**src/verilog/issc_pkg.sv**
```systemverilog
package issc_pkg;

  // ----------------------------------------------------------------
  // Register indices (byte address is four times the index)
  // ----------------------------------------------------------------
  localparam logic [5:0] IDX_CLAMP_CLK = 6'h0F;
  localparam logic [5:0] IDX_OUT_FMT   = 6'h10;
  localparam logic [5:0] IDX_STATUS    = 6'h11;
  localparam logic [5:0] IDX_OVR_SEL   = 6'h12;

  // ----------------------------------------------------------------
  // Clamp and clock source control fields
  // ----------------------------------------------------------------
  localparam int unsigned CC_HS_POL    = 7;
  localparam int unsigned CC_COAST_POL = 6;
  localparam int unsigned CC_EXT_CLAMP = 5;
  localparam int unsigned CC_CLAMP_POL = 4;
  localparam int unsigned CC_EXT_CLK   = 3;
  localparam int unsigned CC_MID_RED   = 2;
  localparam int unsigned CC_MID_GRN   = 1;
  localparam int unsigned CC_MID_BLU   = 0;
  localparam logic [7:0]  CC_RESET     = 8'hD0;

  // ----------------------------------------------------------------
  // Output format and drive control fields
  // ----------------------------------------------------------------
  localparam int unsigned OF_CLK_INV   = 7;
  localparam int unsigned OF_TWO_PIX   = 6;
  localparam int unsigned OF_DRIVE_LO  = 4;
  localparam int unsigned OF_HIZ       = 3;
  localparam int unsigned OF_SDT_POL   = 2;
  localparam logic [7:0]  OF_MASK      = 8'hFC;
  localparam logic [7:0]  OF_RESET     = 8'h34;

  // ----------------------------------------------------------------
  // Interface and sync override / select fields
  // ----------------------------------------------------------------
  localparam int unsigned OS_IF_OVR    = 7;
  localparam int unsigned OS_IF_SEL    = 6;
  localparam int unsigned OS_HS_OVR    = 5;
  localparam int unsigned OS_HS_SEL    = 4;
  localparam int unsigned OS_VS_OVR    = 3;
  localparam int unsigned OS_VS_SEL    = 2;
  localparam logic [7:0]  OS_MASK      = 8'hFC;
  localparam logic [7:0]  OS_RESET     = 8'h00;

  // ----------------------------------------------------------------
  // Presence timeout
  // ----------------------------------------------------------------
  localparam int unsigned PCLK_KHZ          = 50000;
  localparam int unsigned PRES_TIMEOUT_MS   = 25;
  localparam int unsigned PRES_TIMEOUT_CYC  = PRES_TIMEOUT_MS * PCLK_KHZ;
  localparam int unsigned TMR_W             = 21;

  // ----------------------------------------------------------------
  // Types
  // ----------------------------------------------------------------
  typedef enum logic [1:0] {
    DRV_LOW,
    DRV_MEDIUM,
    DRV_HIGH
  } issc_drive_t;

  // Detection status, laid out as bits 7..1 of the status register
  typedef struct packed {
    logic hsync_present;
    logic sog_present;
    logic vsync_present;
    logic dig_clk_present;
    logic active_interface_status;
    logic active_horizontal_sync_status;
    logic active_vertical_sync_status;
  } issc_status_t;

endpackage

```
**src/verilog/issc_top.sv**
```systemverilog
// What this block does
// Clamp polarity used only with external clamp
// External clock select bypasses internal PLL
// Per-channel clamp to ground or midscale
// Output clock invert, digital interface only
// One or two pixels per clock, digital
// Drive field: 1x high, 01 medium, 00 low
// Output disable puts data outputs high-Z
// Polarity bit sets sync-detect pin level
// Status bit 7 shows analog hsync present
// Status bit 6 shows green sync present
// Status bit 5 shows analog vsync present
// Status bit 4 shows digital clock present
// Status bit 3 shows active interface
// Status bit 2 shows hsync source used
// Status bit 1 shows vsync source used
// Interface override uses software select bit
// Interface select honoured on override or tie
// Hsync override uses software select bit
// Hsync select honoured on override or tie
// Vsync override uses software select
// Presence bits clear after idle timeout
//
// Implementation choice: the APB slave port.
module issc_top #(
  parameter int unsigned PRES_TIMEOUT = issc_pkg::PRES_TIMEOUT_CYC
) (
  // Clock and reset
  input  wire logic        pclk,
  input  wire logic        presetn,
  // APB slave
  input  wire logic        psel,
  input  wire logic        penable,
  input  wire logic        pwrite,
  input  wire logic [7:0]  paddr,
  input  wire logic [31:0] pwdata,
  input  wire logic [3:0]  pstrb,
  output logic      [31:0] prdata,
  output logic             pready,
  output logic             pslverr,
  // Activity from the receive paths
  input  wire logic        hsync_in,
  input  wire logic        sog_in,
  input  wire logic        vsync_in,
  input  wire logic        dig_clk_in,
  input  wire logic        ext_clamp_in,
  // Clamp and clock source
  output logic             clamp_pulse_q,
  output logic             ext_clamp_used_q,
  output logic             pll_enable_q,
  output logic             ext_clock_used_q,
  output logic      [2:0]  clamp_midscale_q,
  // Output format and drive
  output logic             output_clock_invert_q,
  output logic             two_pixels_per_clock_q,
  output logic      [1:0]  drive_strength_q,
  output logic             data_out_enable_q,
  output logic             output_high_impedance_q,
  output logic             sync_detect_output_pin_q,
  // Chosen sources
  output logic             digital_active_q,
  output logic             hsync_from_green_q,
  output logic             vsync_from_green_q
);

  // ------------------------------------------------------------------
  // Declarations
  // ------------------------------------------------------------------
  logic [7:0]             cc_q;
  logic [7:0]             of_q;
  logic [7:0]             os_q;
  logic [31:0]            rdata_q;
  logic [31:0]            rdata_d;
  logic                   hit;
  logic                   setup_ph;
  logic                   wr_en;
  logic [5:0]             idx;
  logic                   hs_pres;
  logic                   sog_pres;
  logic                   vs_pres;
  logic                   dclk_pres;
  logic                   if_choice;
  logic                   hs_choice;
  logic                   vs_choice;
  logic                   analog_pres;
  logic                   active_pres;
  logic [issc_pkg::TMR_W-1:0] timeout;
  issc_pkg::issc_status_t status;

  // ------------------------------------------------------------------
  // Function: register index from a byte address
  // ------------------------------------------------------------------
  function automatic logic [5:0] addr_idx(input logic [7:0] a);
    addr_idx = a[7:2];
  endfunction

  // ------------------------------------------------------------------
  // APB decode
  // ------------------------------------------------------------------
  assign idx      = addr_idx(paddr);
  assign hit      = (paddr[1:0] == 2'h0) &&
                    ((idx == issc_pkg::IDX_CLAMP_CLK) ||
                     (idx == issc_pkg::IDX_OUT_FMT)   ||
                     (idx == issc_pkg::IDX_STATUS)    ||
                     (idx == issc_pkg::IDX_OVR_SEL));
  assign setup_ph = psel & ~penable;
  assign wr_en    = psel & penable & pwrite & hit & pstrb[0];

  // Zero-wait answer; unmapped addresses flag an error
  assign pready  = 1'b1;
  assign pslverr = psel & penable & ~hit;
  assign prdata  = rdata_q;

  // ------------------------------------------------------------------
  // Control registers
  // ------------------------------------------------------------------

  // Clamp and clock source control
  always_ff @(posedge pclk or negedge presetn) begin
    if (!presetn)
      cc_q <= issc_pkg::CC_RESET;
    else if (wr_en && idx == issc_pkg::IDX_CLAMP_CLK)
      cc_q <= pwdata[7:0];
  end

  // Output format and drive control
  always_ff @(posedge pclk or negedge presetn) begin
    if (!presetn)
      of_q <= issc_pkg::OF_RESET;
    else if (wr_en && idx == issc_pkg::IDX_OUT_FMT)
      of_q <= pwdata[7:0] & issc_pkg::OF_MASK;
  end

  // Interface and sync override / select
  always_ff @(posedge pclk or negedge presetn) begin
    if (!presetn)
      os_q <= issc_pkg::OS_RESET;
    else if (wr_en && idx == issc_pkg::IDX_OVR_SEL)
      os_q <= pwdata[7:0] & issc_pkg::OS_MASK;
  end

  // ------------------------------------------------------------------
  // Read data, captured in the setup cycle
  // ------------------------------------------------------------------

  // Read mux; status is a live view of the monitors
  always_comb begin
    rdata_d = 32'h0000_0000;
    unique case (idx)
      issc_pkg::IDX_CLAMP_CLK: rdata_d[7:0] = cc_q;
      issc_pkg::IDX_OUT_FMT:   rdata_d[7:0] = of_q;
      issc_pkg::IDX_STATUS:    rdata_d[7:0] = {status, 1'b0};
      issc_pkg::IDX_OVR_SEL:   rdata_d[7:0] = os_q;
      default:                 rdata_d      = 32'h0000_0000;
    endcase
    if (paddr[1:0] != 2'h0)
      rdata_d = 32'h0000_0000;
  end

  always_ff @(posedge pclk or negedge presetn) begin
    if (!presetn)
      rdata_q <= 32'h0000_0000;
    else if (setup_ph && !pwrite)
      rdata_q <= rdata_d;
  end

  // ------------------------------------------------------------------
  // Activity monitors
  // ------------------------------------------------------------------
  assign timeout = PRES_TIMEOUT[issc_pkg::TMR_W-1:0];

  // Analog hsync pin
  issc_act_mon u_mon_hs (
    .pclk      (pclk),
    .presetn   (presetn),
    .sig_in    (hsync_in),
    .timeout   (timeout),
    .present_q (hs_pres)
  );

  // Sync extracted from green
  issc_act_mon u_mon_sog (
    .pclk      (pclk),
    .presetn   (presetn),
    .sig_in    (sog_in),
    .timeout   (timeout),
    .present_q (sog_pres)
  );

  // Analog vsync pin
  issc_act_mon u_mon_vs (
    .pclk      (pclk),
    .presetn   (presetn),
    .sig_in    (vsync_in),
    .timeout   (timeout),
    .present_q (vs_pres)
  );

  // Digital interface clock
  issc_act_mon u_mon_dclk (
    .pclk      (pclk),
    .presetn   (presetn),
    .sig_in    (dig_clk_in),
    .timeout   (timeout),
    .present_q (dclk_pres)
  );

  // Analog side counts as active with either hsync source
  assign analog_pres = hs_pres | sog_pres;

  // ------------------------------------------------------------------
  // Source choices
  // ------------------------------------------------------------------

  // Active interface: analog (0) or digital (1)
  issc_src_sel u_sel_if (
    .pclk         (pclk),
    .presetn      (presetn),
    .override     (os_q[issc_pkg::OS_IF_OVR]),
    .select       (os_q[issc_pkg::OS_IF_SEL]),
    .src0_present (analog_pres),
    .src1_present (dclk_pres),
    .choice_q     (if_choice)
  );

  // Hsync source: pin (0) or green (1)
  issc_src_sel u_sel_hs (
    .pclk         (pclk),
    .presetn      (presetn),
    .override     (os_q[issc_pkg::OS_HS_OVR]),
    .select       (os_q[issc_pkg::OS_HS_SEL]),
    .src0_present (hs_pres),
    .src1_present (sog_pres),
    .choice_q     (hs_choice)
  );

  // Vsync source: pin (0) or green (1)
  issc_src_sel u_sel_vs (
    .pclk         (pclk),
    .presetn      (presetn),
    .override     (os_q[issc_pkg::OS_VS_OVR]),
    .select       (os_q[issc_pkg::OS_VS_SEL]),
    .src0_present (vs_pres),
    .src1_present (sog_pres),
    .choice_q     (vs_choice)
  );

  assign digital_active_q   = if_choice;
  assign hsync_from_green_q = hs_choice;
  assign vsync_from_green_q = vs_choice;

  // ------------------------------------------------------------------
  // Status view
  // ------------------------------------------------------------------
  always_comb begin
    status.hsync_present                 = hs_pres;
    status.sog_present                   = sog_pres;
    status.vsync_present                 = vs_pres;
    status.dig_clk_present               = dclk_pres;
    status.active_interface_status       = if_choice;
    status.active_horizontal_sync_status = hs_choice;
    status.active_vertical_sync_status   = vs_choice;
  end

  // ------------------------------------------------------------------
  // Clamp and clock source outputs
  // ------------------------------------------------------------------

  // Clamp trigger: hsync, or external clamp at its set polarity
  always_ff @(posedge pclk or negedge presetn) begin
    if (!presetn) begin
      clamp_pulse_q    <= 1'b0;
      ext_clamp_used_q <= 1'b0;
    end else begin
      ext_clamp_used_q <= cc_q[issc_pkg::CC_EXT_CLAMP];
      if (cc_q[issc_pkg::CC_EXT_CLAMP])
        clamp_pulse_q <= ~(ext_clamp_in ^
                           cc_q[issc_pkg::CC_CLAMP_POL]);
      else
        clamp_pulse_q <= hsync_in;
    end
  end

  // PLL bypass and per-channel clamp targets
  always_ff @(posedge pclk or negedge presetn) begin
    if (!presetn) begin
      pll_enable_q     <= 1'b1;
      ext_clock_used_q <= 1'b0;
      clamp_midscale_q <= 3'h0;
    end else begin
      pll_enable_q     <= ~cc_q[issc_pkg::CC_EXT_CLK];
      ext_clock_used_q <= cc_q[issc_pkg::CC_EXT_CLK];
      clamp_midscale_q <= {cc_q[issc_pkg::CC_MID_RED],
                           cc_q[issc_pkg::CC_MID_GRN],
                           cc_q[issc_pkg::CC_MID_BLU]};
    end
  end

  // ------------------------------------------------------------------
  // Output format, drive and sync-detect pin
  // ------------------------------------------------------------------

  // Clock invert and pixel mode only on the digital interface
  always_ff @(posedge pclk or negedge presetn) begin
    if (!presetn) begin
      output_clock_invert_q  <= 1'b0;
      two_pixels_per_clock_q <= 1'b0;
    end else begin
      output_clock_invert_q  <= of_q[issc_pkg::OF_CLK_INV] &
                                if_choice;
      two_pixels_per_clock_q <= of_q[issc_pkg::OF_TWO_PIX] &
                                if_choice;
    end
  end

  // Drive strength decode
  always_ff @(posedge pclk or negedge presetn) begin
    if (!presetn)
      drive_strength_q <= issc_pkg::DRV_HIGH;
    else if (of_q[issc_pkg::OF_DRIVE_LO+1])
      drive_strength_q <= issc_pkg::DRV_HIGH;
    else if (of_q[issc_pkg::OF_DRIVE_LO])
      drive_strength_q <= issc_pkg::DRV_MEDIUM;
    else
      drive_strength_q <= issc_pkg::DRV_LOW;
  end

  // Data output enable
  always_ff @(posedge pclk or negedge presetn) begin
    if (!presetn) begin
      data_out_enable_q       <= 1'b1;
      output_high_impedance_q <= 1'b0;
    end else begin
      data_out_enable_q       <= ~of_q[issc_pkg::OF_HIZ];
      output_high_impedance_q <= of_q[issc_pkg::OF_HIZ];
    end
  end

  // Sync detect: activity on the chosen interface
  assign active_pres = if_choice ? dclk_pres : analog_pres;

  always_ff @(posedge pclk or negedge presetn) begin
    if (!presetn)
      sync_detect_output_pin_q <= 1'b0;
    else
      sync_detect_output_pin_q <= ~(active_pres ^
                                    of_q[issc_pkg::OF_SDT_POL]);
  end

endmodule

```
**src/verilog/issc_act_mon.sv**
```systemverilog
// --------------------------------------------------------------------
// Activity monitor: presence held while edges keep arriving
// --------------------------------------------------------------------
module issc_act_mon (
  // Clock and reset
  input  wire logic                      pclk,
  input  wire logic                      presetn,
  // Monitored signal and timeout
  input  wire logic                      sig_in,
  input  wire logic [issc_pkg::TMR_W-1:0] timeout,
  // Presence
  output logic                           present_q
);

  logic                      sig_q;
  logic [issc_pkg::TMR_W-1:0] cnt_q;
  logic                      edge_seen;

  assign edge_seen = sig_in ^ sig_q;

  // Previous level for edge detection
  always_ff @(posedge pclk or negedge presetn) begin
    if (!presetn) sig_q <= 1'b0;
    else          sig_q <= sig_in;
  end

  // Idle counter, restarted by every edge
  always_ff @(posedge pclk or negedge presetn) begin
    if (!presetn) begin
      cnt_q     <= '0;
      present_q <= 1'b0;
    end else if (edge_seen) begin
      cnt_q     <= '0;
      present_q <= 1'b1;
    end else if (cnt_q >= timeout) begin
      present_q <= 1'b0;
    end else begin
      cnt_q     <= cnt_q + 1'b1;
    end
  end

endmodule

```
**src/verilog/issc_src_sel.sv**
```systemverilog
// --------------------------------------------------------------------
// Source choice: override, or automatic with select on a tie
// --------------------------------------------------------------------
module issc_src_sel (
  // Clock and reset
  input  wire logic pclk,
  input  wire logic presetn,
  // Software control
  input  wire logic override,
  input  wire logic select,
  // Detected sources (0 side, 1 side)
  input  wire logic src0_present,
  input  wire logic src1_present,
  // Chosen source
  output logic      choice_q
);

  logic choice_d;

  // Override wins; both present follows select; else the live one
  always_comb begin
    if (override)
      choice_d = select;
    else if (src0_present && src1_present)
      choice_d = select;
    else
      choice_d = src1_present;
  end

  always_ff @(posedge pclk or negedge presetn) begin
    if (!presetn) choice_q <= 1'b0;
    else          choice_q <= choice_d;
  end

endmodule

```
**config.mk**
```make
export PLATFORM = sky130hd
export DESIGN_NAME = issc_top
export DESIGN_NICKNAME = d
export VERILOG_FILES = /design/src/verilog/issc_pkg.sv /design/src/verilog/issc_top.sv /design/src/verilog/issc_act_mon.sv /design/src/verilog/issc_src_sel.sv
export SDC_FILE = /design/constraint.sdc
export NUM_CORES = 1
export LEC_CHECK = 0
export ABC_AREA = 0
export BUFFER_PORTS_ARGS = -buffer_cell sky130_fd_sc_hd__buf_2
export CAP_MARGIN = 40
export CORE_UTILIZATION = 56
export CTS_CLUSTER_DIAMETER = 40
export DETAILED_ROUTE_END_ITERATION = 10
export PLACE_DENSITY = 0.77
export SETUP_SLACK_MARGIN = 0.15
export SLEW_MARGIN = 15
export SYNTH_ARGS = -nofsm -noshare
export SYNTH_HDL_FRONTEND = slang
export SYNTH_HIERARCHICAL = 1
export SYNTH_SLANG_ARGS = --single-unit
```
**constraint.sdc**
```tcl
create_clock -name pclk -period 2.7 [get_ports pclk]
set_clock_uncertainty 0.05 [all_clocks]
set_input_delay 0.81 -clock pclk [delete_from_list [all_inputs] [get_ports pclk]]
set_output_delay 0.81 -clock pclk [all_outputs]
set_load 0.01 [all_outputs]
```
* Yosys cells after proc, flatten, opt, wreduce, memory -nomap -nowiden
Cells that the tools add are included.
** Storage, ports and cells
- Register bits :: 161
- Input bits :: 54
- Output and inout port bits :: 51
- Logic and storage cells :: 113
** Operators by class
- Add/sub/neg operators :: 4
- Order comparisons :: 4
- Equal/unequal tests :: 8
- Muxes and demuxes :: 28
- Bitwise operators :: 21
- Reductions and logical operators :: 18
** Operators with widths (number)
- two-way mux 21 bit :: 8
- adder 21 x 1 -> 21 bit (second input constant) :: 4
- greater-or-equal comparator 21 bit (second input constant) :: 4
- one-hot mux 8 bit (4 select lines) :: 1
- equality test 6 x 5 -> 1 bit (second input constant) :: 3
- two-way mux 1 bit :: 17
- nonzero test 2 bit :: 5
- bitwise AND 1 bit :: 8
- logical AND 1 bit :: 8
- two-way mux 8 bit :: 1
- != test 2 x 1 -> 1 bit (second input constant) :: 4
- equality test 6 x 4 -> 1 bit (second input constant) :: 1
- inverter 1 bit :: 6
- XOR 1 bit :: 6
- logical OR 1 bit :: 3
- zero test 2 bit :: 1
- two-way mux 2 bit :: 1
- zero test 1 bit :: 1
- bitwise OR 1 bit :: 1

* Longest topological paths before layout
Gate-level depths: netlist of run 1.
- Depth in word-level cells :: 8
- Mapped depth :: 9
- Mapped depth without buffers :: 8

* Modules after synthesis
The synthesis of run 1 kept the hierarchy.
** By module, submodules not included
- issc_act_mon :: instances 4, cells each 198, area an instance 1721.7 sq um, seq. area each 575.6 sq um
- issc_top :: instances 1, cells each 163, area an instance 2031.9 sq um, seq. area each 1062.3 sq um
- issc_src_sel :: instances 3, cells each 3, area an instance 37.5 sq um, seq. area each 25.0 sq um

* Worst setup path before layout of run 1
Ideal clock, no wire load.
- Kind :: in2out
- Start point :: in paddr[5]
- End point :: out pslverr
- Data arrival time :: 1.612 ns
- Data required time :: 1.840 ns
- Path slack :: 0.228 ns
- Cell stages on the path :: 4
- Path buffers :: 1
- Cell sequence :: or3b_1 buf_6 o22ai_1 a21oi_1
** On the way
- Longest elaborated chain between the ends :: 7
- Elaborated cells on any way between the ends :: 10
- Classes of those cells :: eq/ne (4); bitwise (2); reduce/logical (4)
** RTL lines
- from (decl) :: RTL line issc_top.sv:35 : input wire logic [7:0] paddr,
- equality test 6 x 4 -> 1 bit or equality test 6 x 5 -> 1 bit (tied branches) :: RTL line issc_top.sv:102, issc_top.sv:103
- logical OR 1 bit :: RTL line issc_top.sv:102 : ((idx == issc_pkg::IDX_CLAMP_CLK) ||
- logical OR 1 bit :: RTL line issc_top.sv:103 : (idx == issc_pkg::IDX_OUT_FMT) ||
- logical OR 1 bit * :: RTL line issc_top.sv:104 : (idx == issc_pkg::IDX_STATUS) ||
- logical AND 1 bit * :: RTL line issc_top.sv:101 : assign hit = (paddr[1:0] == 2'h0) &&
- inverter 1 bit * :: RTL line issc_top.sv:111 : assign pslverr = psel & penable & ~hit;
- bitwise AND 1 bit * :: RTL line issc_top.sv:111
- to (decl) :: RTL line issc_top.sv:40 : output logic pslverr,
Mark *: on every way between the ends. The rest lies on a longest branch, timed or not.

* Final worst setup path of run 1
Ends and elaborated chain as after synthesis.

==> results of run 1 <==
worst max path at each step:
stage	endpoint	slack (ps)	startpoint	cells past startpoint
global placement	pslverr	110	paddr[5]	5
floorplan	pslverr	230	paddr[5]	4
global route	u_mon_vs/cnt_q[2]	130	u_mon_vs/cnt_q[16]	8
finish	pslverr	190	paddr[5]	5
detailed placement	pslverr	120	paddr[5]	5
CTS	pslverr	150	paddr[6]	5
worst max-delay path, delay by kind of cell:
family,cells,cell delay (ps)
AND/OR/NAND/NOR,1,400
buffers and inverters,2,250
AO/OA/AOI/OAI,2,200
metal layers:
layer	vias to the layer above	GRT usage
met4	2	0.07820
met1	3445	0.2951
met5	-	0
met3	26	0.05863
met2	133	0.4130
li1	3678	-
power by group through the flow:
stage               clock network, W  registers (W)  logic [W]
floorplan                          0        0.00216   0.000293
global placement                   0        0.00217   0.000409
detailed placement                 0        0.00217   0.000422
CTS                          0.00254        0.00213   0.000428
global route                 0.00265        0.00214   0.000501
finish                       0.00250        0.00214   0.000430
per-stage QoR:
step	hold slack (ps)	instance area [um^2]
after floorplan	316.8	9433
after global placement	335.1	9901
after detailed placement	339.8	9901
after CTS	337.0	10550
after global routing	354.1	10580
final	320.5	10580
cell families (layout without fill, tap and decap cells):
kind of cell | after synthesis | in the layout
AOI/OAI and AO/OA | 242 | 242
xor gates and xnor gates | 18 | 18
adders and majority gates | 88 | 88
buffers and inverters | 158 | 219
DFF | 137 | 137
muxes | 27 | 27
other | 2 | 110
and+or+nand+nor | 292 | 292
cells in the final DEF, fill, tap and decap left out, types with 26 or more instances in the layout:
cell,netlist,routed
sky130_fd_sc_hd__buf_4,30,26
sky130_fd_sc_hd__ha_1,88,88
sky130_fd_sc_hd__dfrtp_1,128,128
sky130_fd_sc_hd__conb_1,2,109
sky130_fd_sc_hd__or3_1,44,44
sky130_fd_sc_hd__inv_1,106,106
sky130_fd_sc_hd__o21ai_1,37,37
sky130_fd_sc_hd__nand2_1,62,62
sky130_fd_sc_hd__a21oi_1,105,105
sky130_fd_sc_hd__nand3_1,33,32
sky130_fd_sc_hd__o21ai_0,44,44
sky130_fd_sc_hd__or4_1,28,28
sky130_fd_sc_hd__buf_2,7,50
sky130_fd_sc_hd__o31ai_1,28,28
what timing repair did:
item / in CTS / in global routing
gates resized for setup: 3 / 4
endpoints found under the setup margin: 3 / 12
pin swaps: 0 / 1
final cells by class:
class                   count  area, um^2  share of cell area
flip-flops and latches    137        3440              0.3252
diodes                      1       2.502           0.0002366
well taps                 216       270.3             0.02555
multi-input cells         776        5296              0.5007
clock inverters            13       191.4             0.01810
clock buffers              19       442.9             0.04187
repair buffers             81       536.8             0.05075
inverters                 106       397.9             0.03762
sequential cells by signal, indices dropped and copies added (netlist names), 2 cells and up:
register	cells
u_mon_dclk/cnt_q	21
u_mon_hs/cnt_q	21
u_mon_sog/cnt_q	21
u_mon_vs/cnt_q	21
cc_q	8
prdata	8
of_q	6
os_q	6
clamp_midscale_q	3
drive_strength_q	2
==> Flow_metrics.wiki, run 1 <==
{| class="wikitable"
! Metric !! Value
|-
| Area share of xor/xnor cells in the synthesized design || 0.01746
|-
| Top cell type by total area after synthesis || sky130_fd_sc_hd__dfrtp_1
|-
| Clock transition at the register clock pins on the worst setup and hold paths after CTS || 60 ps
|-
| Critical path capture point type || primary output
|-
| Max-slew violation count || 0
|-
| Number of global-route vias before repair || 6827
|-
| Largest family of logic cells by synthesized area || simple AND/OR/NAND/NOR gates
|-
| Clock insertion delay at the later pin of the skew report || 420 ps
|-
| Post-route insts no fill || 1349
|-
| Cell chain of the critical path || buf_2 > or3b_4 > o22ai_2 > a21oi_1 > buf_2
|-
| Depth of the most critical reg-to-reg path || 8
|-
| Synth Area in Compound Gates || 0.1571
|-
| Final sum of negative setup slack || 0 ps
|-
| Overall overflow remaining after global route || 0
|-
| CTS Buffer Depth || 2
|-
| Worst VDD drop || 460.7 uV
|-
| Vertical extent of the die || 129.0 um
|-
| Net switching share of the total power || 0.2437
|-
| Data required time of the critical path || 1840 ps
|-
| Buffers on Ports || 52
|-
| Minimum clock period after layout || 2512 ps
|-
| Simple-gate area share of the yosys netlist || 0.2053
|-
| Adder-Cell Fraction of Synth Area || 0.1219
|-
| Combinational power share || 0.085
|-
| Post-route setup slack || 188.2 ps
|-
| Hold buffers post-CTS || 0
|-
| 1st-pass router iterations || 5
|-
| Floorplan Core Area || 15830 um^2
|-
| Slew at the pin with the worst max-slew slack || 590.5 ps
|-
| Average wire per standard cell || 13.86 um
|-
| Share of final-layout standard cells stronger than drive strength 1 || 0.1502
|-
| Type of the tightest min-delay check || input pin to async pin
|-
| Die outline area || 16640 um^2
|-
| Post-route DRC violation count || 0
|-
| Netlist area before placement || 9031 um^2
|-
| Leakage || 5.149 nW
|-
| Buffer count from post-CTS setup fixing || 0
|-
| R2r endpoint || u_mon_vs/cnt_q[2]
|-
| F_max || 398.1 MHz
|-
| Period Utilization, post-route || 0.9303
|-
| Critical path arrival || 1650 ps
|-
| Detailed-route wire length on metal 1 || 8.314 mm
|-
| Wire length of the first global-routing pass || 31.48 mm
|-
| Die outline width || 129.0 um
|-
| Ranking of synthesized cells by area || sky130_fd_sc_hd__dfrtp_1 35%, sky130_fd_sc_hd__ha_1 12%, sky130_fd_sc_hd__a21oi_1 5.8%
|-
| P_sw || 0.001234 W
|-
| Post-route antenna net violation count || 0
|-
| Post-layout power || 0.005062 W
|-
| Post-detail-place hpwl || 13.49 mm
|-
| Run status || finished, final reports clean
|-
| Setup repair after global routing missed its margin || true
|-
| Detail Route met3 WL || 702 um
|-
| Number of distinct standard cells referenced by the synthesized netlist || 55
|-
| Setup-failing EPs final || 0
|-
| Async set or reset register ratio after synthesis || 1.000
|-
| Number of top-level design ports || 105
|-
| Mux share of post-synthesis cell area || 0.03519
|-
| Routed wire length || 18.70 mm
|-
| Internal power of the cells || 0.003828 W
|-
| H-tree depth reported by CTS || 4
|-
| Post-synth top cells || 128 x sky130_fd_sc_hd__dfrtp_1, 106 x sky130_fd_sc_hd__inv_1, 105 x sky130_fd_sc_hd__a21oi_1, 88 x sky130_fd_sc_hd__ha_1, 62 x sky130_fd_sc_hd__nand2_1
|-
| Number of antenna violations at the first check in global routing || 2
|-
| Yosys Warn Count || 6
|-
| Flip-flop cell with the highest count after synthesis || sky130_fd_sc_hd__dfrtp_1
|-
| Detailed-routed wire length on met2 || 9.378 mm
|-
| Max Cap Viol || 0
|-
| Hold violation total from the final report || 0
|-
| Post-placement cell count || 1316
|-
| Relative slew slack || 0.6063
|-
| Cell type with the highest occurrence count on the critical path || sky130_fd_sc_hd__buf_2
|-
| Synth Register Bits || 137
|-
| Ratio of routed vias to standard cells || 5.400
|-
| Initial standard-cell utilization of the core || 0.5706
|-
| Uppermost layer routed || met5
|-
| Final weighted congestion of routability-driven global placement || 0.7967
|-
| Highest net fanout along the worst path || 2
|-
| Area share of the largest cell type after synthesis || 0.3547
|-
| Sequential cell area fraction in the yosys report || 0.3809
|-
| Most used standard cell by instance count after synthesis || sky130_fd_sc_hd__dfrtp_1
|-
| Average size of a mapped cell || 9.368 um^2
|-
| Post-synth EDFFs || 0
|-
| Layout area overhead || 17.12%
|-
| Total number of clock tree sinks || 137
|-
| Critical path's slowest cell || sky130_fd_sc_hd__or3b_4
|-
| Layout net count || 1261
|-
| Delay of the slowest cell on the worst path || 400 ps
|-
| Worst flop-to-flop path startpoint || u_mon_vs/cnt_q[16]
|-
| Largest net degree at the start of global routing || 62
|-
| Number of vias in the routed layout || 7284
|-
| Number of DRC violations after detailed-routing iteration 0 || 443
|-
| Site row count || 46
|-
| Kind of launch point of the worst setup path || input pin
|-
| Proportion of power drawn by the clock network || 0.493
|-
| Critical Setup Path Class || input pin to primary output
|-
| Post-Place Worst Slack || 119.6 ps
|-
| Fillers || 1240
|-
| CTS tree || done
|-
| Total clock buffers created by CTS || 17
|-
| Portion of total power attributed to sequential cells || 0.422
|-
| Total GRT Usage || 0.2398
|-
| Number of instances in the synthesized netlist || 964
|-
| Fin util || 0.6683
|-
| Power per cell area || 478.5 nW/um^2
|-
| Slack of the worst reg-to-reg path || 290 ps
|-
| Buffer cell driving the clock tree root || sky130_fd_sc_hd__clkbuf_16
|}
No activity file was read; power rests on OpenSTA's default activity.
==> run 2, diff against run 1 <==
--- a/config.mk
+++ b/config.mk
@@ -11,7 +11,7 @@
 export CORE_UTILIZATION = 56
 export CTS_CLUSTER_DIAMETER = 40
 export DETAILED_ROUTE_END_ITERATION = 10
-export PLACE_DENSITY = 0.77
+export PLACE_DENSITY = 0.78
 export SETUP_SLACK_MARGIN = 0.15
 export SLEW_MARGIN = 15
 export SYNTH_ARGS = -nofsm -noshare
==> Flow_metrics.wiki, run 2 (synthesis results as in run 1) <==
{| class="wikitable"
! Metric !! Value
|-
| Critical Setup Path Class || input pin to primary output
|-
| Setup repair after global routing missed its margin || true
|-
| Layout area overhead || 17.87%
|-
| H-tree depth reported by CTS || 4
|-
| Post-route setup slack || 179.0 ps
|-
| Setup-failing EPs final || 0
|-
| Initial standard-cell utilization of the core || 0.5706
|-
| Post-detail-place hpwl || 13.63 mm
|-
| Most frequent cells in the layout || 128 x sky130_fd_sc_hd__dfrtp_1, 109 x sky130_fd_sc_hd__conb_1, 106 x sky130_fd_sc_hd__inv_1
|-
| 1st-pass router iterations || 5
|-
| Post-placement cell count || 1314
|-
| Vertical extent of the die || 129.0 um
|-
| Site row count || 46
|-
| Routed wire length || 19.04 mm
|-
| Critical path arrival || 1660 ps
|-
| R2r endpoint || u_mon_vs/cnt_q[17]
|-
| Number of vias in the routed layout || 7396
|-
| Number of antenna violations at the first check in global routing || 2
|-
| Worst VDD drop || 449.0 uV
|-
| Post-Layout Inst Area || 10650 um^2
|-
| Critical path capture point type || primary output
|-
| Leakage || 5.173 nW
|-
| Total number of clock tree sinks || 137
|-
| Clock insertion delay at the later pin of the skew report || 420 ps
|-
| Slack of the worst reg-to-reg path || 280 ps
|-
| Fillers || 1258
|-
| Number of top-level design ports || 105
|-
| Largest net degree at the start of global routing || 47
|-
| Period Utilization, post-route || 0.9337
|-
| Buffer cell driving the clock tree root || sky130_fd_sc_hd__clkbuf_16
|-
| Wire length of the first global-routing pass || 31.84 mm
|-
| Layout net count || 1261
|-
| Kind of launch point of the worst setup path || input pin
|-
| Relative slew slack || 0.5977
|-
| Number of DRC violations after detailed-routing iteration 0 || 461
|-
| Max Cap Viol || 0
|-
| Hold buffers post-CTS || 0
|-
| Number of global-route vias before repair || 6870
|-
| CTS Buffer Depth || 2
|-
| Post-route DRC violation count || 0
|-
| Share of final-layout standard cells stronger than drive strength 1 || 0.1502
|-
| Total GRT Usage || 0.2399
|-
| Total clock buffers created by CTS || 17
|-
| Average wire per standard cell || 14.11 um
|-
| Die outline area || 16640 um^2
|-
| Most frequent standard cell in the layout excluding fill and tap cells || sky130_fd_sc_hd__dfrtp_1
|-
| Run status || finished, final reports clean
|-
| Max-slew violation count || 0
|-
| Die outline width || 129.0 um
|-
| Overall overflow remaining after global route || 0
|-
| Buffers on Ports || 52
|-
| Slew at the pin with the worst max-slew slack || 603.5 ps
|-
| Final weighted congestion of routability-driven global placement || 0.8032
|-
| Floorplan Core Area || 15830 um^2
|-
| Final sum of negative setup slack || 0 ps
|-
| Post-route insts no fill || 1350
|-
| Hold violation total from the final report || 0
|-
| Depth of the most critical reg-to-reg path || 8
|-
| Minimum clock period after layout || 2521 ps
|-
| Highest net fanout along the worst path || 2
|-
| Clock transition at the register clock pins on the worst setup and hold paths after CTS || 60 ps
|-
| Worst flop-to-flop path startpoint || u_mon_vs/cnt_q[18]
|-
| Data required time of the critical path || 1840 ps
|-
| F_max || 396.7 MHz
|-
| Ratio of routed vias to standard cells || 5.479
|-
| CTS tree || done
|-
| Placed cell area || 9886 um^2
|-
| Post-layout power || 0.005166 W
|-
| Power per cell area || 485.3 nW/um^2
|-
| Post-route antenna net violation count || 0
|-
| Post-Place Worst Slack || 112.5 ps
|-
| Type of the tightest min-delay check || input pin to async pin
|}
==> run 2: final cells by class <==
class / instances / area (um^2) / area share
Sequential cell: 137 / 3440 / 0.3231
Multi-Input combinational cell: 776 / 5303 / 0.4981
Tap cell: 216 / 270.3 / 0.02539
Inverter: 106 / 397.9 / 0.03738
Timing Repair Buffer: 81 / 569.3 / 0.05348
Clock buffer: 19 / 442.9 / 0.04161
Clock inverter: 13 / 217.7 / 0.02045
Antenna cell: 2 / 5.005 / 0.0004701
==> run 2: critical path, cell delays in order <==
cell,delay (ps)
sky130_fd_sc_hd__buf_6,90
sky130_fd_sc_hd__or3b_4,410
sky130_fd_sc_hd__o22ai_4,140
sky130_fd_sc_hd__a21oi_2,70
sky130_fd_sc_hd__buf_2,140
==> run 2: worst max path at each step <==
stage	from	end	slack [ps]	cells after the start
2_1_floorplan	paddr[5]	pslverr	230	4
3_3_place_gp	paddr[5]	pslverr	120	5
5_1_grt	paddr[4]	pslverr	140	5
4_1_cts	paddr[6]	pslverr	160	5
3_5_place_dp	paddr[6]	pslverr	110	5
6_report	paddr[4]	pslverr	180	5
==> run 2: layer usage <==
layer | wire length [um] | GRT usage | up-vias | share of wire
met5 | 0 | 0 | - | 0
met2 | 9733 | 0.4165 | 136 | 0.51
li1 | - | - | 3688 | -
met4 | 237 | 0.06298 | 0 | 0.012
met1 | 8392 | 0.2979 | 3552 | 0.44
met3 | 678 | 0.05946 | 20 | 0.036
==> run 2: repair_timing <==
item,in CTS,in global routing
setup endpoints to repair,1,21
pin swaps,1,4
cloned,0,0
buffers inserted,0,2
resized for setup,2,10
==> run 2: report_power, final <==
| part | total, W | switching [W] | internal, W |
|---|---|---|---|
| clock | 0.00259 | 0.000916 | 0.00168 |
| combinational | 0.000434 | 0.000275 | 0.000159 |
| sequential | 0.00214 | 0.0000463 | 0.00209 |
| total | 0.00517 | 0.00124 | 0.00393 |
==> run 2: stage by stage <==
step | utilization | hold slack (ps)
finish | 0.6726 | 267.6
global route | 0.6723 | 292.8
CTS | 0.6669 | 273.9
detailed placement | 0.6246 | 346.4
global placement | 0.6246 | 345.2
floorplan | - | 316.8
==> run 3, diff against run 2 <==
--- a/config.mk
+++ b/config.mk
@@ -12,6 +12,7 @@
 export CTS_CLUSTER_DIAMETER = 40
 export DETAILED_ROUTE_END_ITERATION = 10
 export PLACE_DENSITY = 0.78
+export REMOVE_ABC_BUFFERS = 1
 export SETUP_SLACK_MARGIN = 0.15
 export SLEW_MARGIN = 15
 export SYNTH_ARGS = -nofsm -noshare
==> Flow_metrics.wiki, run 3 (synthesis results as in run 1) <==
{| class="wikitable"
! Metric !! Value
|-
| Worst VDD drop || 768.7 uV
|-
| Critical Setup Path Class || input pin to primary output
|-
| Vertical extent of the die || 129.0 um
|-
| Final sum of negative setup slack || 0 ps
|-
| Slack of the worst reg-to-reg path || 320 ps
|-
| Period Utilization, post-route || 0.9417
|-
| Clock insertion delay at the later pin of the skew report || 420 ps
|-
| Type of the tightest min-delay check || input pin to async pin
|-
| Relative slew slack || 0.6335
|-
| Highest net fanout along the worst path || 2
|-
| R2r endpoint || u_mon_vs/cnt_q[9]
|-
| Setup-failing EPs final || 0
|-
| Slew at the pin with the worst max-slew slack || 549.8 ps
|-
| Depth of the most critical reg-to-reg path || 7
|-
| Launch point of the worst path || paddr[4]
|-
| Area of combinational cells with multiple inputs || 5309 um^2
|-
| Total GRT Usage || 0.2483
|-
| Post-route DRC violation count || 0
|-
| Largest net degree at the start of global routing || 52
|-
| Hold buffers post-CTS || 0
|-
| Hold violation total from the final report || 0
|-
| Setup repair after global routing missed its margin || true
|-
| Final weighted congestion of routability-driven global placement || 0.8429
|-
| Minimum clock period after layout || 2543 ps
|-
| Leakage || 5.171 nW
|-
| Most frequent standard cell in the layout excluding fill and tap cells || sky130_fd_sc_hd__dfrtp_1
|-
| Worst flop-to-flop path startpoint || u_mon_vs/cnt_q[3]
|-
| Die outline width || 129.0 um
|-
| Site row count || 46
|-
| Overall overflow remaining after global route || 0
|-
| Routed wire length || 19.01 mm
|-
| Post-route insts no fill || 1350
|-
| Data required time of the critical path || 1840 ps
|-
| Floorplan Core Area || 15830 um^2
|-
| Placed cell area || 9896 um^2
|-
| Buffer count from post-CTS setup fixing || 0
|-
| Layout net count || 1262
|-
| Fillers || 1251
|-
| Number of antenna violations at the first check in global routing || 1
|-
| Post-layout power || 0.005099 W
|-
| Share of final-layout standard cells stronger than drive strength 1 || 0.1518
|-
| Critical path arrival || 1680 ps
|-
| Clock transition at the register clock pins on the worst setup and hold paths after CTS || 60 ps
|-
| Ratio of routed vias to standard cells || 5.494
|-
| Power per cell area || 480.4 nW/um^2
|-
| Kind of launch point of the worst setup path || input pin
|-
| Critical path buffers and inverters || 2
|-
| Total clock buffers created by CTS || 17
|-
| Post-placement cell count || 1317
|-
| Total number of clock tree sinks || 137
|-
| F_max || 393.3 MHz
|-
| Footprint of the flip-flops and latches || 3440 um^2
|-
| Post-detail-place hpwl || 13.48 mm
|-
| Critical path capture point type || primary output
|-
| Initial standard-cell utilization of the core || 0.5706
|-
| Post-route antenna net violation count || 0
|-
| Number of global-route vias before repair || 7103
|-
| CTS Buffer Depth || 2
|-
| Fin util || 0.6705
|-
| Cell type group with the largest total delay on the critical path || simple AND/OR/NAND/NOR gates
|-
| Layout area overhead || 17.51%
|-
| Average wire per standard cell || 14.08 um
|-
| Die outline area || 16640 um^2
|-
| Critical path's slowest cell || sky130_fd_sc_hd__or3b_4
|-
| Run status || finished, final reports clean
|-
| CTS tree || done
|-
| Delay of the slowest cell on the worst path || 410 ps
|-
| H-tree depth reported by CTS || 4
|-
| Max-slew violation count || 0
|-
| Post-Layout Inst Area || 10610 um^2
|-
| Buffer cell driving the clock tree root || sky130_fd_sc_hd__clkbuf_16
|-
| Cell chain of the critical path || buf_6 > or3b_4 > o22ai_4 > a21oi_2 > buf_2
|-
| Buffers on Ports || 52
|-
| Number of top-level design ports || 105
|-
| Most frequent cells in the layout || 128 x sky130_fd_sc_hd__dfrtp_1, 109 x sky130_fd_sc_hd__conb_1, 106 x sky130_fd_sc_hd__inv_1
|-
| Wire length of the first global-routing pass || 32.73 mm
|-
| 1st-pass router iterations || 4
|-
| Number of vias in the routed layout || 7417
|-
| Max Cap Viol || 0
|-
| Number of DRC violations after detailed-routing iteration 0 || 362
|}
run 3: cell types whose count changed in the layout (fill, tap and decap cells not counted), sizes merged:
cell	delta
buf	+1
bufinv	-1
clkbuf	+3
clkinv	-1
clkinvlp	-1
diode	-1
run 3: power by group:
group	switching, W	internal [W]	leakage (nW)
sequential	0.0000442	0.00209	1.83
clock	0.000886	0.00165	0.321
combinational	0.000273	0.000154	3.02
total	0.00120	0.00390	5.17
run 3: worst max path at each step:
stage,end,slack (ps),cells after the start
CTS,pslverr,150,5
finish,pslverr,160,5
global placement,pslverr,130,5
detailed placement,pslverr,90,5
global route,u_mon_vs/cnt_q[4],120,8
floorplan,pslverr,170,3
run 3: layer usage:
| layer | wire (um) | global-route usage | vias up |
|---|---|---|---|
| met5 | 0 | 0 | - |
| met3 | 708 | 0.05613 | 25 |
| met4 | 325 | 0.08512 | 0 |
| li1 | - | - | 3695 |
| met2 | 9546 | 0.4203 | 143 |
| met1 | 8425 | 0.3133 | 3554 |
run 3: final cells by class:
type / instances / area share
Inverter: 106 / 0.03749
Sequential cell: 137 / 0.3241
Antenna cell: 1 / 0.0002358
Tap cell: 216 / 0.02547
Multi-Input combinational cell: 776 / 0.5002
Timing Repair Buffer: 82 / 0.05164
Clock buffer: 22 / 0.04563
Clock inverter: 10 / 0.01521
run 3: timing repair:
item / in CTS / in global routing
gates resized for setup: 4 / 9
hold endpoints to repair: 0 / 0
pin swaps: 1 / 3
setup endpoints to repair: 5 / 20
run 3: per-stage QoR:
stage | worst slack [ps] | hold slack, ps
finish | 157.3 | 282.4
global route | 115.9 | 309.8
CTS | 151.2 | 285.1
detailed placement | 87.75 | 333.9
global placement | 133.6 | 334.8
floorplan | 165.5 | 316.8
